### src/core/dram_ctrl_defs.vh
// Constants for the page-mode DRAM controller.
// Assumes a 10 MHz processor clock, which is the only clock of the block.
`ifndef DRAM_CTRL_DEFS_VH
`define DRAM_CTRL_DEFS_VH

// Transfer size codes on xfer_size
`define SIZE_LONG 2'h0
`define SIZE_BYTE 2'h1
`define SIZE_WORD 2'h2

// Address map: 24-bit bus, two 2 MB banks in the low 4 MB
`define REGION_HI_MSB 23
`define REGION_HI_LSB 22
`define REGION_HI_VAL 2'h0
`define BANK_BIT 21
// Least significant address bit picks the byte lane of a byte transfer
`define BYTE_LSB 0
// Page is 2 KB: address bits 20..11 are the row, 10..1 the column
`define ROW_MSB 20
`define ROW_LSB 11
`define COL_MSB 10
`define COL_LSB 1
`define ROW_W 10

// Acknowledge codes: 16-bit port, idle
`define ACK_PORT16 2'h1
`define ACK_IDLE 2'h3

`endif

### src/core/page_detect.v
// Page detector: latches the row and bank of the access that opened the
// page and flags whether the present address hits that open page.
// Assumes the address is already synchronised to the processor clock.
`timescale 1ns/1ps
`include "dram_ctrl_defs.vh"

module page_detect #(
   parameter ROW_W = `ROW_W
) (
   input wire i_clk_sys,
   input wire i_resetn,
   input wire i_load,
   input wire i_close,
   input wire [ROW_W-1:0] i_row,
   input wire i_bank,
   output wire o_page_hit
);

   reg [ROW_W-1:0] row_q;
   reg bank_q;
   reg open_q;

   // ***************************************************
   // Stored page
   // ***************************************************
   // latch page address
   always @(posedge i_clk_sys or negedge i_resetn) begin
      if (!i_resetn) begin
         row_q <= {ROW_W{1'b0}};
         bank_q <= 1'b0;
         open_q <= 1'b0;
      end else if (i_load) begin
         row_q <= i_row;
         bank_q <= i_bank;
         open_q <= 1'b1;
      end else if (i_close) begin
         open_q <= 1'b0;
      end
   end

   assign o_page_hit = open_q && (row_q == i_row) && (bank_q == i_bank);

endmodule

### src/core/page_mode_dram_controller.v
// Page-mode DRAM controller for a 16-bit two-bank fast-page-mode array
// behind a processor bus with address strobe and size acknowledge.
// Assumes bus inputs change on the processor clock but are treated as
// asynchronous; they pass two flip-flops before any logic reads them.
//
// Contract
// - Page hit finishes in 3 clocks, first access in 4, page miss in 6.
// - Row stays open across same-page accesses, no precharge between them.
// - Upper acknowledge line only (16-bit port code) is driven low during every DRAM access to signal data.
// - Active-low reset returns state machine and all registers to start.
// - Multiplexed address shows row first, then column, on a first access or page miss; a page hit shows only the column.
// - Active-low write enable asserted for writes, early-write timing.
// - Two row strobes, one per bank, only addressed bank asserted.
// - Two column strobes, upper lane bits 15..8, lower lane bits 7..0.
// - Byte at even address asserts only upper column strobe.
// - Byte at odd address asserts only lower column strobe.
// - Word and long-word transfers assert both column strobes.
// - Mode decode: size 01 byte, 10 word, 00 aligned long word.
// - Latch address per strobe; same page flags hit, short cycle.
`timescale 1ns/1ps
`include "dram_ctrl_defs.vh"

module page_mode_dram_controller #(
   parameter ADDR_W = 24,
   parameter MA_W = `ROW_W
) (
   input wire i_clk_sys,
   input wire i_resetn,
   input wire [ADDR_W-1:0] i_addr,
   input wire i_addr_strobe_n,
   input wire i_read_write_n,
   input wire [1:0] i_xfer_size,
   output reg [1:0] o_data_size_ack_n,
   output reg [MA_W-1:0] o_dram_mux_addr,
   output reg o_dram_write_en_n,
   output reg o_row_strobe_bank1_n,
   output reg o_row_strobe_bank2_n,
   output reg o_col_strobe_hi_n,
   output reg o_col_strobe_lo_n
);

   // ***************************************************
   // States (one-hot)
   // ***************************************************
   // One-hot codes keep every state decode a single bit test
   localparam [7:0] ST_IDLE = 8'h01;
   localparam [7:0] ST_RW1 = 8'h02; // Row strobe, row address out
   localparam [7:0] ST_RW2 = 8'h04; // Column strobe
   localparam [7:0] ST_RW3 = 8'h08; // Data taken, column strobe still low
   localparam [7:0] ST_PG1 = 8'h10; // Page hit: column strobe
   localparam [7:0] ST_PG2 = 8'h20; // Data taken
   localparam [7:0] ST_PG3 = 8'h40; // Column precharge, row held open
   localparam [7:0] ST_PRE = 8'h80; // Row precharge on page miss

   // ***************************************************
   // Input synchronisers
   // ***************************************************
   reg [ADDR_W-1:0] addr_s1_q, addr_s2_q;
   reg as_s1_q, as_s2_q;
   reg rw_s1_q, rw_s2_q;
   reg [1:0] size_s1_q, size_s2_q;

   // Two stages on every bus input before any logic reads it.
   // Trade-off: two clocks of latency on each access, but bus inputs
   // may then change at any point of the clock without risk.
   always @(posedge i_clk_sys or negedge i_resetn) begin
      if (!i_resetn) begin
         addr_s1_q <= {ADDR_W{1'b0}};
         addr_s2_q <= {ADDR_W{1'b0}};
         as_s1_q <= 1'b1;
         as_s2_q <= 1'b1;
         rw_s1_q <= 1'b1;
         rw_s2_q <= 1'b1;
         size_s1_q <= 2'h0;
         size_s2_q <= 2'h0;
      end else begin
         addr_s1_q <= i_addr;
         addr_s2_q <= addr_s1_q;
         as_s1_q <= i_addr_strobe_n;
         as_s2_q <= as_s1_q;
         rw_s1_q <= i_read_write_n;
         rw_s2_q <= rw_s1_q;
         size_s1_q <= i_xfer_size;
         size_s2_q <= size_s1_q;
      end
   end

   // ***************************************************
   // Decode
   // ***************************************************
   wire region_hit;
   wire bank_sel;
   wire [MA_W-1:0] row_addr;
   wire [MA_W-1:0] col_addr;
   wire lane_hi;
   wire lane_lo;
   wire page_hit;
   wire is_byte;
   reg load_page;
   reg close_page;

   // Region select qualified by the address strobe, as the cycle start
   assign region_hit = !as_s2_q &&
      (addr_s2_q[`REGION_HI_MSB:`REGION_HI_LSB] == `REGION_HI_VAL);
   assign bank_sel = addr_s2_q[`BANK_BIT];
   assign row_addr = addr_s2_q[`ROW_MSB:`ROW_LSB];
   assign col_addr = addr_s2_q[`COL_MSB:`COL_LSB];

   assign is_byte = (size_s2_q == `SIZE_BYTE);
   // Long words come as two 16-bit accesses, so every size other than
   // a byte simply opens both lanes
   // even byte upper lane
   assign lane_hi = !is_byte || !addr_s2_q[`BYTE_LSB];
   assign lane_lo = !is_byte || addr_s2_q[`BYTE_LSB];

   page_detect #(
      .ROW_W(MA_W)
   ) u_page_detect (
      .i_clk_sys(i_clk_sys),
      .i_resetn(i_resetn),
      .i_load(load_page),
      .i_close(close_page),
      .i_row(row_addr),
      .i_bank(bank_sel),
      .o_page_hit(page_hit)
   );

   // ***************************************************
   // State machine
   // ***************************************************
   reg [7:0] state_q, state_d;
   reg bank_q, bank_d;
   reg done_q, done_d;

   // Waits for strobe release after each access so one bus cycle
   // is never served twice.
   // Limitation: no refresh here; the row stays open until a page
   // miss, so the system must bound the time between accesses.
   always @* begin
      state_d = state_q;
      bank_d = bank_q;
      done_d = done_q;
      load_page = 1'b0;
      close_page = 1'b0;
      // Strobe release re-arms the machine for the next bus cycle
      if (as_s2_q) begin
         done_d = 1'b0;
      end
      case (state_q)
         ST_IDLE: begin
            if (region_hit && !done_q) begin
               state_d = ST_RW1;
               bank_d = bank_sel;
               load_page = 1'b1;
            end
         end
         ST_RW1: begin
            state_d = ST_RW2;
         end
         ST_RW2: begin
            state_d = ST_RW3;
            done_d = 1'b1;
         end
         ST_RW3: begin
            state_d = ST_PG3;
         end
         ST_PG3: begin
            if (region_hit && !done_q && page_hit) begin
               state_d = ST_PG1;
            end else if (region_hit && !done_q) begin
               // Close the stored page now so no stale hit can follow
               state_d = ST_PRE;
               close_page = 1'b1;
            end
         end
         ST_PG1: begin
            state_d = ST_PG2;
            done_d = 1'b1;
         end
         ST_PG2: begin
            state_d = ST_PG3;
         end
         ST_PRE: begin
            state_d = ST_IDLE;
         end
         default: begin
            state_d = ST_IDLE;
            close_page = 1'b1;
         end
      endcase
   end

   always @(posedge i_clk_sys or negedge i_resetn) begin
      if (!i_resetn) begin
         state_q <= ST_IDLE;
         bank_q <= 1'b0;
         done_q <= 1'b0;
      end else begin
         state_q <= state_d;
         bank_q <= bank_d;
         done_q <= done_d;
      end
   end

   // ***************************************************
   // DRAM and acknowledge outputs
   // ***************************************************
   reg row_on;
   reg col_on;
   reg ack_on;
   reg show_col;

   // Strobe activity per next state; outputs are registered
   always @* begin
      row_on = 1'b0;
      col_on = 1'b0;
      ack_on = 1'b0;
      show_col = 1'b0;
      case (state_d)
         ST_RW1: begin
            row_on = 1'b1;
            ack_on = 1'b1;
         end
         ST_RW2, ST_PG1: begin
            row_on = 1'b1;
            col_on = 1'b1;
            ack_on = 1'b1;
            show_col = 1'b1;
         end
         ST_RW3, ST_PG2: begin
            row_on = 1'b1;
            col_on = 1'b1;
            show_col = 1'b1;
         end
         ST_PG3: begin
            row_on = 1'b1;
            show_col = 1'b1;
         end
         default: begin
            row_on = 1'b0;
         end
      endcase
   end

   // Acknowledge, one flip-flop so the processor sees a clean level
   always @(posedge i_clk_sys or negedge i_resetn) begin
      if (!i_resetn) begin
         o_data_size_ack_n <= `ACK_IDLE;
      end else begin
         o_data_size_ack_n <= ack_on ? `ACK_PORT16 : `ACK_IDLE;
      end
   end

   // Multiplexed address; it stays on the column while the row is held
   // open so the lines do not toggle between page-mode accesses
   always @(posedge i_clk_sys or negedge i_resetn) begin
      if (!i_resetn) begin
         o_dram_mux_addr <= {MA_W{1'b0}};
      end else begin
         o_dram_mux_addr <= show_col ? col_addr : row_addr;
      end
   end

   // Strobes and write enable; write enable follows the open row so it
   // is already low when the column strobe falls, as early write needs
   always @(posedge i_clk_sys or negedge i_resetn) begin
      if (!i_resetn) begin
         o_dram_write_en_n <= 1'b1;
         o_row_strobe_bank1_n <= 1'b1;
         o_row_strobe_bank2_n <= 1'b1;
         o_col_strobe_hi_n <= 1'b1;
         o_col_strobe_lo_n <= 1'b1;
      end else begin
         o_dram_write_en_n <= !(row_on && !rw_s2_q);
         o_row_strobe_bank1_n <= !(row_on && !bank_d);
         o_row_strobe_bank2_n <= !(row_on && bank_d);
         o_col_strobe_hi_n <= !(col_on && lane_hi);
         o_col_strobe_lo_n <= !(col_on && lane_lo);
      end
   end

endmodule

### config.mk
export PLATFORM = sky130hd
export DESIGN_NAME = page_mode_dram_controller
export DESIGN_NICKNAME = d
export VERILOG_FILES = /design/src/core/page_detect.v /design/src/core/page_mode_dram_controller.v
export VERILOG_INCLUDE_DIRS = /design/src /design/src/core
export SDC_FILE = /design/constraint.sdc
export NUM_CORES = 1
export LEC_CHECK = 0
export CAP_MARGIN = 10
export CORE_UTILIZATION = 61
export CTS_CLUSTER_SIZE = 14
export DETAILED_ROUTE_END_ITERATION = 10
export DONT_BUFFER_PORTS = 1
export PLACE_DENSITY_LB_ADDON = 0.2
export REMOVE_ABC_BUFFERS = 1
export SYNTH_ARGS = -nofsm -noshare
export SYNTH_HDL_FRONTEND = slang
export SYNTH_SLANG_ARGS = --single-unit
### constraint.sdc
create_clock -name i_clk_sys -period 2.7 [get_ports i_clk_sys]
set_input_delay 0.54 -clock i_clk_sys [delete_from_list [all_inputs] [get_ports i_clk_sys]]
set_output_delay 0.54 -clock i_clk_sys [all_outputs]
set_load 0.005 [all_outputs]
* Word level (Yosys, flattened, before mapping) *
Cells that the tools add are included.

word-level totals
  register bits after elaboration = 95
  input port bits = 30
  output and inout bits = 17
  logic and storage cells = 91

cells by class
  eq/ne operators = 17
  multiplexer cells = 20
  reduce and logical (&&, ||, !) cells = 33

operators by type and width
  cell                                                                    count
  8-bit one-hot mux with 6 select lines                                   1
  8-bit 2-to-1 mux                                                        3
  8-bit by 2-bit equality test with 1-bit output (second input constant)  2
  8-bit by 3-bit equality test with 1-bit output (second input constant)  2
  8-bit by 4-bit equality test with 1-bit output (second input constant)  2
  8-bit by 5-bit equality test with 1-bit output (second input constant)  2
  8-bit by 6-bit equality test with 1-bit output (second input constant)  2
  8-bit by 7-bit equality test with 1-bit output (second input constant)  2
  1-bit 2-to-1 mux                                                        13
  1-bit logical NOT                                                       11
  10-bit equality test                                                    1
  1-bit logical AND                                                       10
  10-bit 2-to-1 mux                                                       1
  8-bit by 1-bit equality test with 1-bit output (second input constant)  1
  8-bit equality test (second input constant)                             1
  7-bit OR reduction                                                      1
  6-bit OR reduction                                                      1
  5-bit OR reduction                                                      1
  2-bit nonzero test                                                      2
  2-bit OR reduction                                                      2
  4-bit OR reduction                                                      1
  3-bit OR reduction                                                      1
  2-bit by 1-bit equality test with 1-bit output (second input constant)  1
  2-bit logical NOT                                                       1
  other kinds (4)                                                         5

* Logic depth before layout (Yosys ltp) *
Gate-level depths: netlist of the first run.

  depth in word-level cells = 11
  mapped depth = 6
  gate-level depth less buffers = 5

* Modules after synthesis *
From an unflattened synthesis of the first run, not the netlist that was laid out.

second synthesis, totals
  cells, all modules = 202
  area total of the unflattened synthesis = 3,265.6 um^2

by module, submodules not included
  module                     times used  cells each  area an instance (um^2)  seq. area each (um^2)
  page_mode_dram_controller  1           161         2,658.8                  2,065.7
  page_detect                1           41          606.8                    300.3

* Worst setup path before layout of the first run *
Ideal clock, no wire load.

  path kind = register to register
  from = register state_q[2]
  to = register o_dram_mux_addr[0]
  setup time = 0.125 ns
  arrival time = 1.822 ns
  required time = 2.575 ns
  setup slack = 0.753 ns
  cell stages (with the launch flop) = 7
  buffers on the path = 1
  clock period less this slack = 1.947 ns
  cell sequence = dfrtp_1 -> nor4_4 -> nand3_2 -> nor4_4 -> nor3b_1 -> buf_6 -> mux2_4

between the ends
  longest elaborated chain between the ends = 7
  elaborated cells between the ends (all ways) = 20
  those cells by class = 12 x eq/ne; 6 x mux; 2 x reduce/logical

RTL lines
  element                                                                                                                  line                             RTL
  from (decl)                                                                                                              page_mode_dram_controller.v:131  reg [7:0] state_q, state_d;
  from (signal assigned)                                                                                                   page_mode_dram_controller.v:199  state_q <= state_d;
  8-bit by 6-bit equality test with 1-bit output / 8-bit by 4-bit equality test with 1-bit output (equally long branches)  page_mode_dram_controller.v:149  case (state_q)
  2-bit OR reduction (no source line)                                                                                      -
  8-bit one-hot mux with 6 select lines *                                                                                  page_mode_dram_controller.v:149
  via state_d[4]                                                                                                           page_mode_dram_controller.v:131
  8-bit by 7-bit equality test with 1-bit output, or another cell as far along                                             page_mode_dram_controller.v:219  case (state_d)
  5-bit OR reduction (no source line) *                                                                                    -
  1-bit 2-to-1 mux *                                                                                                       page_mode_dram_controller.v:219
  10-bit 2-to-1 mux *                                                                                                      page_mode_dram_controller.v:260  o_dram_mux_addr <= show_col ? col_addr : row_addr;
  to (signal assigned)                                                                                                     page_mode_dram_controller.v:258  o_dram_mux_addr <= {MA_W{1'b0}};
  to (signal assigned)                                                                                                     page_mode_dram_controller.v:260
  to (decl)                                                                                                                page_mode_dram_controller.v:34   output reg [MA_W-1:0] o_dram_mux_addr,

The timed path passes the listed nets; every way through them passes the cells marked *.
A chain may end at the register's enable or synchronous reset.

* Final worst setup path of the first run *
  from = register state_q[0]
  to = register o_dram_mux_addr[5]

The elaborated chain is that of the path after synthesis.

==> reports/metrics.yaml, run 1 <==
sta:
  slew_headroom_pct: 49.94
  rsz0062_at_grt: "no"
  period_share_pct: 87.24
  finalSetupViolCount: 0
  hold_ws_ns: 0.06722
  hold_viol: 0
  max_freq_mhz: 424.6
  maxSlewViolCount: 0
  fin_skew_ns: 0.006185
  tightestPinTransition_ns: 0.7502
  min_period_ns: 2.355
cts:
  cts_htree_levels: 3
  tritoncts: "done"
  clock_latency_ns: 0.35
  numCtsBuffers: 9
  cts_setup_buffers: 0
  cts.sinks: 94
  clk_pin_slew_ns: 0.08
  cts_root_buffer: "clkbuf_8"
  clock_path_buffers: 2
grt:
  grt_pass1_vias: 1568
  grtUsageMet2_pct: 31.91
  grt_busiest_layer: "met2"
  grt_util_met3_pct: 7.819
  antenna_found_initial: 0
  overflow: 0
  grt_util_met1_pct: 21.64
  grt_max_degree: 84
  grt_pass1_wl_um: 7217
  grt_usage_pct: 19.35
synthesis:
  synth-seq-area-share_pct: 75.22
  yosys_register_bits: 94
  synth.avg_cell_area_um2: 15.05
  yosysWarnings: 0
  synth.area.top_cells: "dfrtp_1 66%, dfstp_2 9.2%, mux2_4 4.8%, nand2_1 4.3%, xnor2_1 3.3%"
  synth_top_area_share_pct: 66.03
  yosysUniqueCellTypes: 31
  syn_area_um2: 3146
  syn_inst: 209
  yosys.area.top_type: "dfrtp_1"
routing:
  num_vias: 1503
  drt_iter0_drc: 108
  drtAntennaViolNets: 0
  first_pass_iters: 4
  route.detailed.drc: 0
  drt_wl_total_um: 4609
  via_per_inst: 5.165
  wire_per_inst_um: 15.84
cells_and_area:
  fin_util_pct: 71.20
  fin_nets: 249
  fillers: 314
  final_common_cell: "dfrtp_1"
  diodes: 0
  final_cell_area_um2: 3452
  drive_gt1_share_pct: 19.64
  syn_to_final_growth_pct: 9.745
  most-common-layout-cells: "83 x dfrtp_1, 36 x nand2_1, 12 x xnor2_1, 11 x dfstp_2, 10 x mux2_4"
floorplan:
  start_util_pct: 64.88
  die_height_um: 73.81
  coreArea_um2: 4848
  rows: 25
  io_pins: 47
  die_w_um: 73.81
  dieArea_um2: 5448
setup_path:
  cp-endpoint: "o_dram_mux_addr[5]"
  startpoint_type: "flip-flop"
  reg2reg_to: "o_dram_mux_addr[5]"
  worstPathArrival_ns: 2.59
  startpoint: "state_q[0]"
  critPathKind: "reg -> reg"
  crit_path_end_kind: "flip-flop"
  r2r_cells: 5
  timing.rr.start: "state_q[0]"
  required_ns: 2.94
  rrSetupSlack_ns: 0.34
  critical_path_peak_fanout: 10
placement:
  port_buffers: 0
  dpl_cell_area_um2: 3216
  place.gp.congestion: 0.6948
  hpwl_um: 2944
power_and_ir_drop:
  power.density_nw_per_um2: 853.8
  vdd_drop_max_mv: 0.6250
  leakage_nw: 1.589
status:
  outcome: "finished clean"
run:
  max-cap-violations: 0
min_path:
  hold_class: "in -> async"
==> metrics by stage <==
stage / setup WS, ns / instances / power (mW) / TNS [ns]
2_1_floorplan: -0.01300 / 205 / 1.969 / -0.1300
3_3_place_gp: 0.2514 / 273 / 2.017 / 0
3_5_place_dp: 0.1400 / 273 / 2.053 / 0
4_1_cts: 0.1272 / 290 / 2.963 / 0
5_1_grt: 0.2522 / 291 / 3.086 / 0
6_report: 0.3446 / 291 / 2.947 / 0
==> synthesized netlist by cell type <==
cell      number
mux2_4        10
nand4_1        5
mux2i_1        1
xor2_1         2
o21ai_1        3
inv_2          1
nor4_1         2
o21ai_0        2
clkbuf_1       2
nand2_1       36
buf_4          1
a21oi_1        2
nand3_1        3
nor3_1         2
dfrtp_1       83
nor4_4         3
or2_1          1
nor2_1         7
nor4b_1        1
nand2b_1       4
o311a_1        1
and3_1         1
inv_1          3
conb_1         1
nor3b_1        3
nand3_2        1
dfstp_2       11
nor2b_1        3
nor4b_2        1
buf_6          1
xnor2_1       12
==> registers in the layout, indices dropped and copies added (netlist names), 2 cells and up <==
signal	flops
size_s2_q	2
size_s1_q	2
addr_s1_q	24
u_page_detect.row_q	10
addr_s2_q	24
o_dram_mux_addr	10
state_q	8
==> kinds of logic after synthesis <==
family | count (synthesis) | synth area share (%)
flops | 94 | 75.22
other cells | 1 | 0.1192
mux | 11 | 5.091
compound gates | 8 | 1.432
simple gates | 73 | 12.93
buf+inv | 8 | 1.313
xor+xnor | 14 | 3.898
==> power breakdown <==
| part | internal [mW] | leakage (nW) | total, mW | switching, mW |
|---|---|---|---|---|
| registers | 1.59 | 1.11 | 1.71 | 0.113 |
| clock network | 0.432 | 0.0862 | 0.889 | 0.457 |
| logic | 0.167 | 0.391 | 0.353 | 0.185 |
==> worst max-delay path: stages, from the launching register on <==
cell and delay (ns):
dfstp_2 0.60, nor2b_1 0.09, and3_1 0.21, nor2b_1 0.28
nor3b_4 0.70, mux2_4 0.35
==> how the worst min path moves through the flow <==
| stage | depth (start not counted) | startpoint | endpoint |
|---|---|---|---|
| floorplan | 0 | i_resetn | addr_s1_q[0] |
| global route | 1 | i_resetn | state_q[3] |
| finish | 1 | i_resetn | state_q[5] |
| global placement | 0 | i_resetn | done_q |
| detailed placement | 0 | i_resetn | state_q[2] |
| CTS | 0 | i_resetn | o_col_strobe_hi_n |
==> area by class of cell <==
cell class	count	area [um2]	area share (%)
tap	67	83.83	2.428
multi-input combinational	107	749.5	21.71
clock buffer	11	131.4	3.806
clock inverter	5	61.31	1.776
sequential	94	2366	68.54
timing repair buffer	3	45.04	1.305
inverter	4	15.01	0.4349
==> timing repair <==
action,in CTS,in global routing
endpoints found under the hold margin,83,11
setup endpoints to repair,0,10
resized for setup,0,1
hold buffers,1,1
==> routing by layer <==
layer / vias up / share of wire [%]
li1: 702 / -
met1: 740 / 39
met2: 52 / 54
met3: 9 / 5.0
met4: 0 / 2.3
met5: - / 0
(Power assumes the default switching activity.)
==> inputs of run 2 (changes only) <==
Settings changed: CORE_UTILIZATION 61 to 66.
Clock period 2.7 ns to 2.89 ns, I/O delays scaled along.
==> run 2 against run 1 <==
  * The flow now finishes with violations (DRC)
  * Via count grew 2.7%
  * Fmax shrank 10%
  * Clock skew grew 0.0022 ns
  * Critical path type unchanged
  * Critical endpoint is now o_dram_mux_addr[8]
==> reports/metrics.yaml, run 2 (synthesis gave the netlist of run 1 again) <==
status:
  outcome: "finished with violations"
  violations: "DRC"
min_path:
  hold_class: "in -> async"
setup_path:
  critPathKind: "reg -> reg"
  worstPathArrival_ns: 2.87  # +0.28 ns
  startpoint_type: "flip-flop"
  critPathSlowestCell: "nor3b_2"
  crit_buf_inv: 0  # unchanged
  required_ns: 3.12  # +0.18 ns
  crit_path_end_kind: "flip-flop"
  critical_path_peak_fanout: 10  # unchanged
  r2r_cells: 5  # unchanged
  slowest_delay_ns: 1.03  # +0.33 ns
  cp_top_family: "simple AND/OR/NAND/NOR gates"
  path_cells: "nor4_1, nand3_1, nor2b_1, nor3b_2, mux2_4"
  worstSetupPathDepth: 5  # unchanged
sta:
  tightestPinTransition_ns: 1.226  # +0.4757 ns
  maxSlewViolCount: 0  # unchanged
  setup_slack_ns: 0.2584  # -0.08624 ns
  fin_skew_ns: 0.008432  # +0.002247 ns
  rsz0062_at_grt: "no"
  slew_headroom_pct: 17.92  # -32 points
  finalSetupTns_ns: 0  # unchanged
  hold_viol: 0  # unchanged
  max_freq_mhz: 380.0  # -10%
  min_period_ns: 2.632  # +0.2762 ns
  period_share_pct: 91.06  # +3.8 points
  finalSetupViolCount: 0  # unchanged
cts:
  numCtsBuffers: 9  # unchanged
  post_cts_resized: 0  # unchanged
  cts_htree_levels: 3  # unchanged
  cts.sinks: 94  # unchanged
  clk_pin_slew_ns: 0.09  # about the same
  cts_root_buffer: "clkbuf_8"
  clock_path_buffers: 2  # unchanged
  tritoncts: "done"
  clock_latency_ns: 0.35  # about the same
cells_and_area:
  drive_gt1_share_pct: 20.18  # +0.54 points
  final_common_cell: "dfrtp_1"
  multi_input_area_um2: 743.2  # -0.83%
  top_regs: "addr_s1_q: 24 flops, addr_s2_q: 24 flops"
  most-common-layout-cells: "83 x dfrtp_1, 36 x nand2_1, 12 x xnor2_1, 11 x dfstp_2"
  fillers: 246  # -22%
  fin_cells: 275  # -5.5%
  syn_to_final_growth_pct: 11.10
  diodes: 0  # unchanged
  fin_nets: 248  # -0.40%
  regArea_um2: 2366  # unchanged
routing:
  drt_wl_total_um: 4907  # +6.5%
  drt_iter0_drc: 160  # +48%
  num_vias: 1544  # +2.7%
  wire_per_inst_um: 17.84  # +13%
  drtAntennaViolNets: 0  # unchanged
  route.detailed.drc: 2  # +2
  via_per_inst: 5.615  # +8.7%
  first_pass_iters: 10  # +6
placement:
  place.gp.congestion: 0.7996  # +15%
  dpl.cell_count: 258  # -5.5%
  port_buffers: 0  # unchanged
  hpwl_um: 2981  # +1.3%
  dpl_worst_slack_ns: 0.3160  # +0.1760 ns
floorplan:
  io_pins: 47  # unchanged
  dieArea_um2: 5046  # -7.4%
  die_height_um: 71.04  # -3.8%
  die_w_um: 71.04  # -3.8%
  coreArea_um2: 4474  # -7.7%
  start_util_pct: 70.30  # +5.4 points
  rows: 24  # -4.0%
grt:
  grtUsageMet2_pct: 38.14  # +6.2 points
  grt_busiest_layer: "met2"
  grt_max_degree: 84  # unchanged
  grt_usage_pct: 22.67  # +3.3 points
  grt_pass1_vias: 1642  # +4.7%
  grt_util_met3_pct: 7.407  # -0.41 points
  overflow: 0  # unchanged
  grt_pass1_wl_um: 8086  # +12%
  antenna_found_initial: 0  # unchanged
  grt_util_met1_pct: 26.58  # +4.9 points
power_and_ir_drop:
  leakage_nw: 1.629  # +2.5%
  vdd_drop_max_mv: 0.6159  # -1.5%
  power.density_nw_per_um2: 871.9  # +2.1%
run:
  max-cap-violations: 0  # unchanged
-- run 2: layer usage --
metal  part of all wire (%)  up-vias
met5                      0        -
met4                    1.6        0
met3                    4.2        8
met2                     54       40
met1                     40      793
li1                       -      703
-- run 2: worst paths after layout --
kind                                start                  to  slack (ns)
max                            state_q[0]  o_dram_mux_addr[8]        0.26
min                              i_resetn   o_col_strobe_hi_n        0.06
max reg2reg                    state_q[0]  o_dram_mux_addr[8]        0.26
min reg2reg                 addr_s1_q[14]       addr_s2_q[14]        0.35
max in group asynchronous        i_resetn  o_dram_mux_addr[1]        2.45
min in group i_clk_sys     i_read_write_n             rw_s1_q        0.21
-- run 2: report_power, final --
group / internal, mW / switching [mW]
clock: 0.689 / 0.431
combinational: 0.154 / 0.175
sequential: 1.49 / 0.110
total: 2.33 / 0.716
-- run 2: repair_timing --
| item | in CTS | in global routing |
|---|---|---|
| hold buffers | 1 | 0 |
| hold endpoints to repair | 83 | 0 |
| setup buffers | 0 | 0 |
-- run 2: through the flow --
step	total power [mW]	cell area [um2]	util (%)	hold WS, ns
2_1_floorplan	1.839	3119	-	0.2824
3_3_place_gp	1.884	3197	71.45	0.2855
3_5_place_dp	1.923	3197	71.45	0.2842
4_1_cts	3.066	3495	78.10	0.04698
5_1_grt	3.171	3495	78.10	0.03775
6_report	3.047	3495	78.10	0.06150
-- run 2: area by class of cell --
cell class,count,share of cell area [%]
flip-flops and latches,94,67.71
clock buffers,11,4.046
repair buffers,2,1.003
multi-input cells,107,21.27
clock inverters,5,3.688
well taps,52,1.862
inverters,4,0.4296
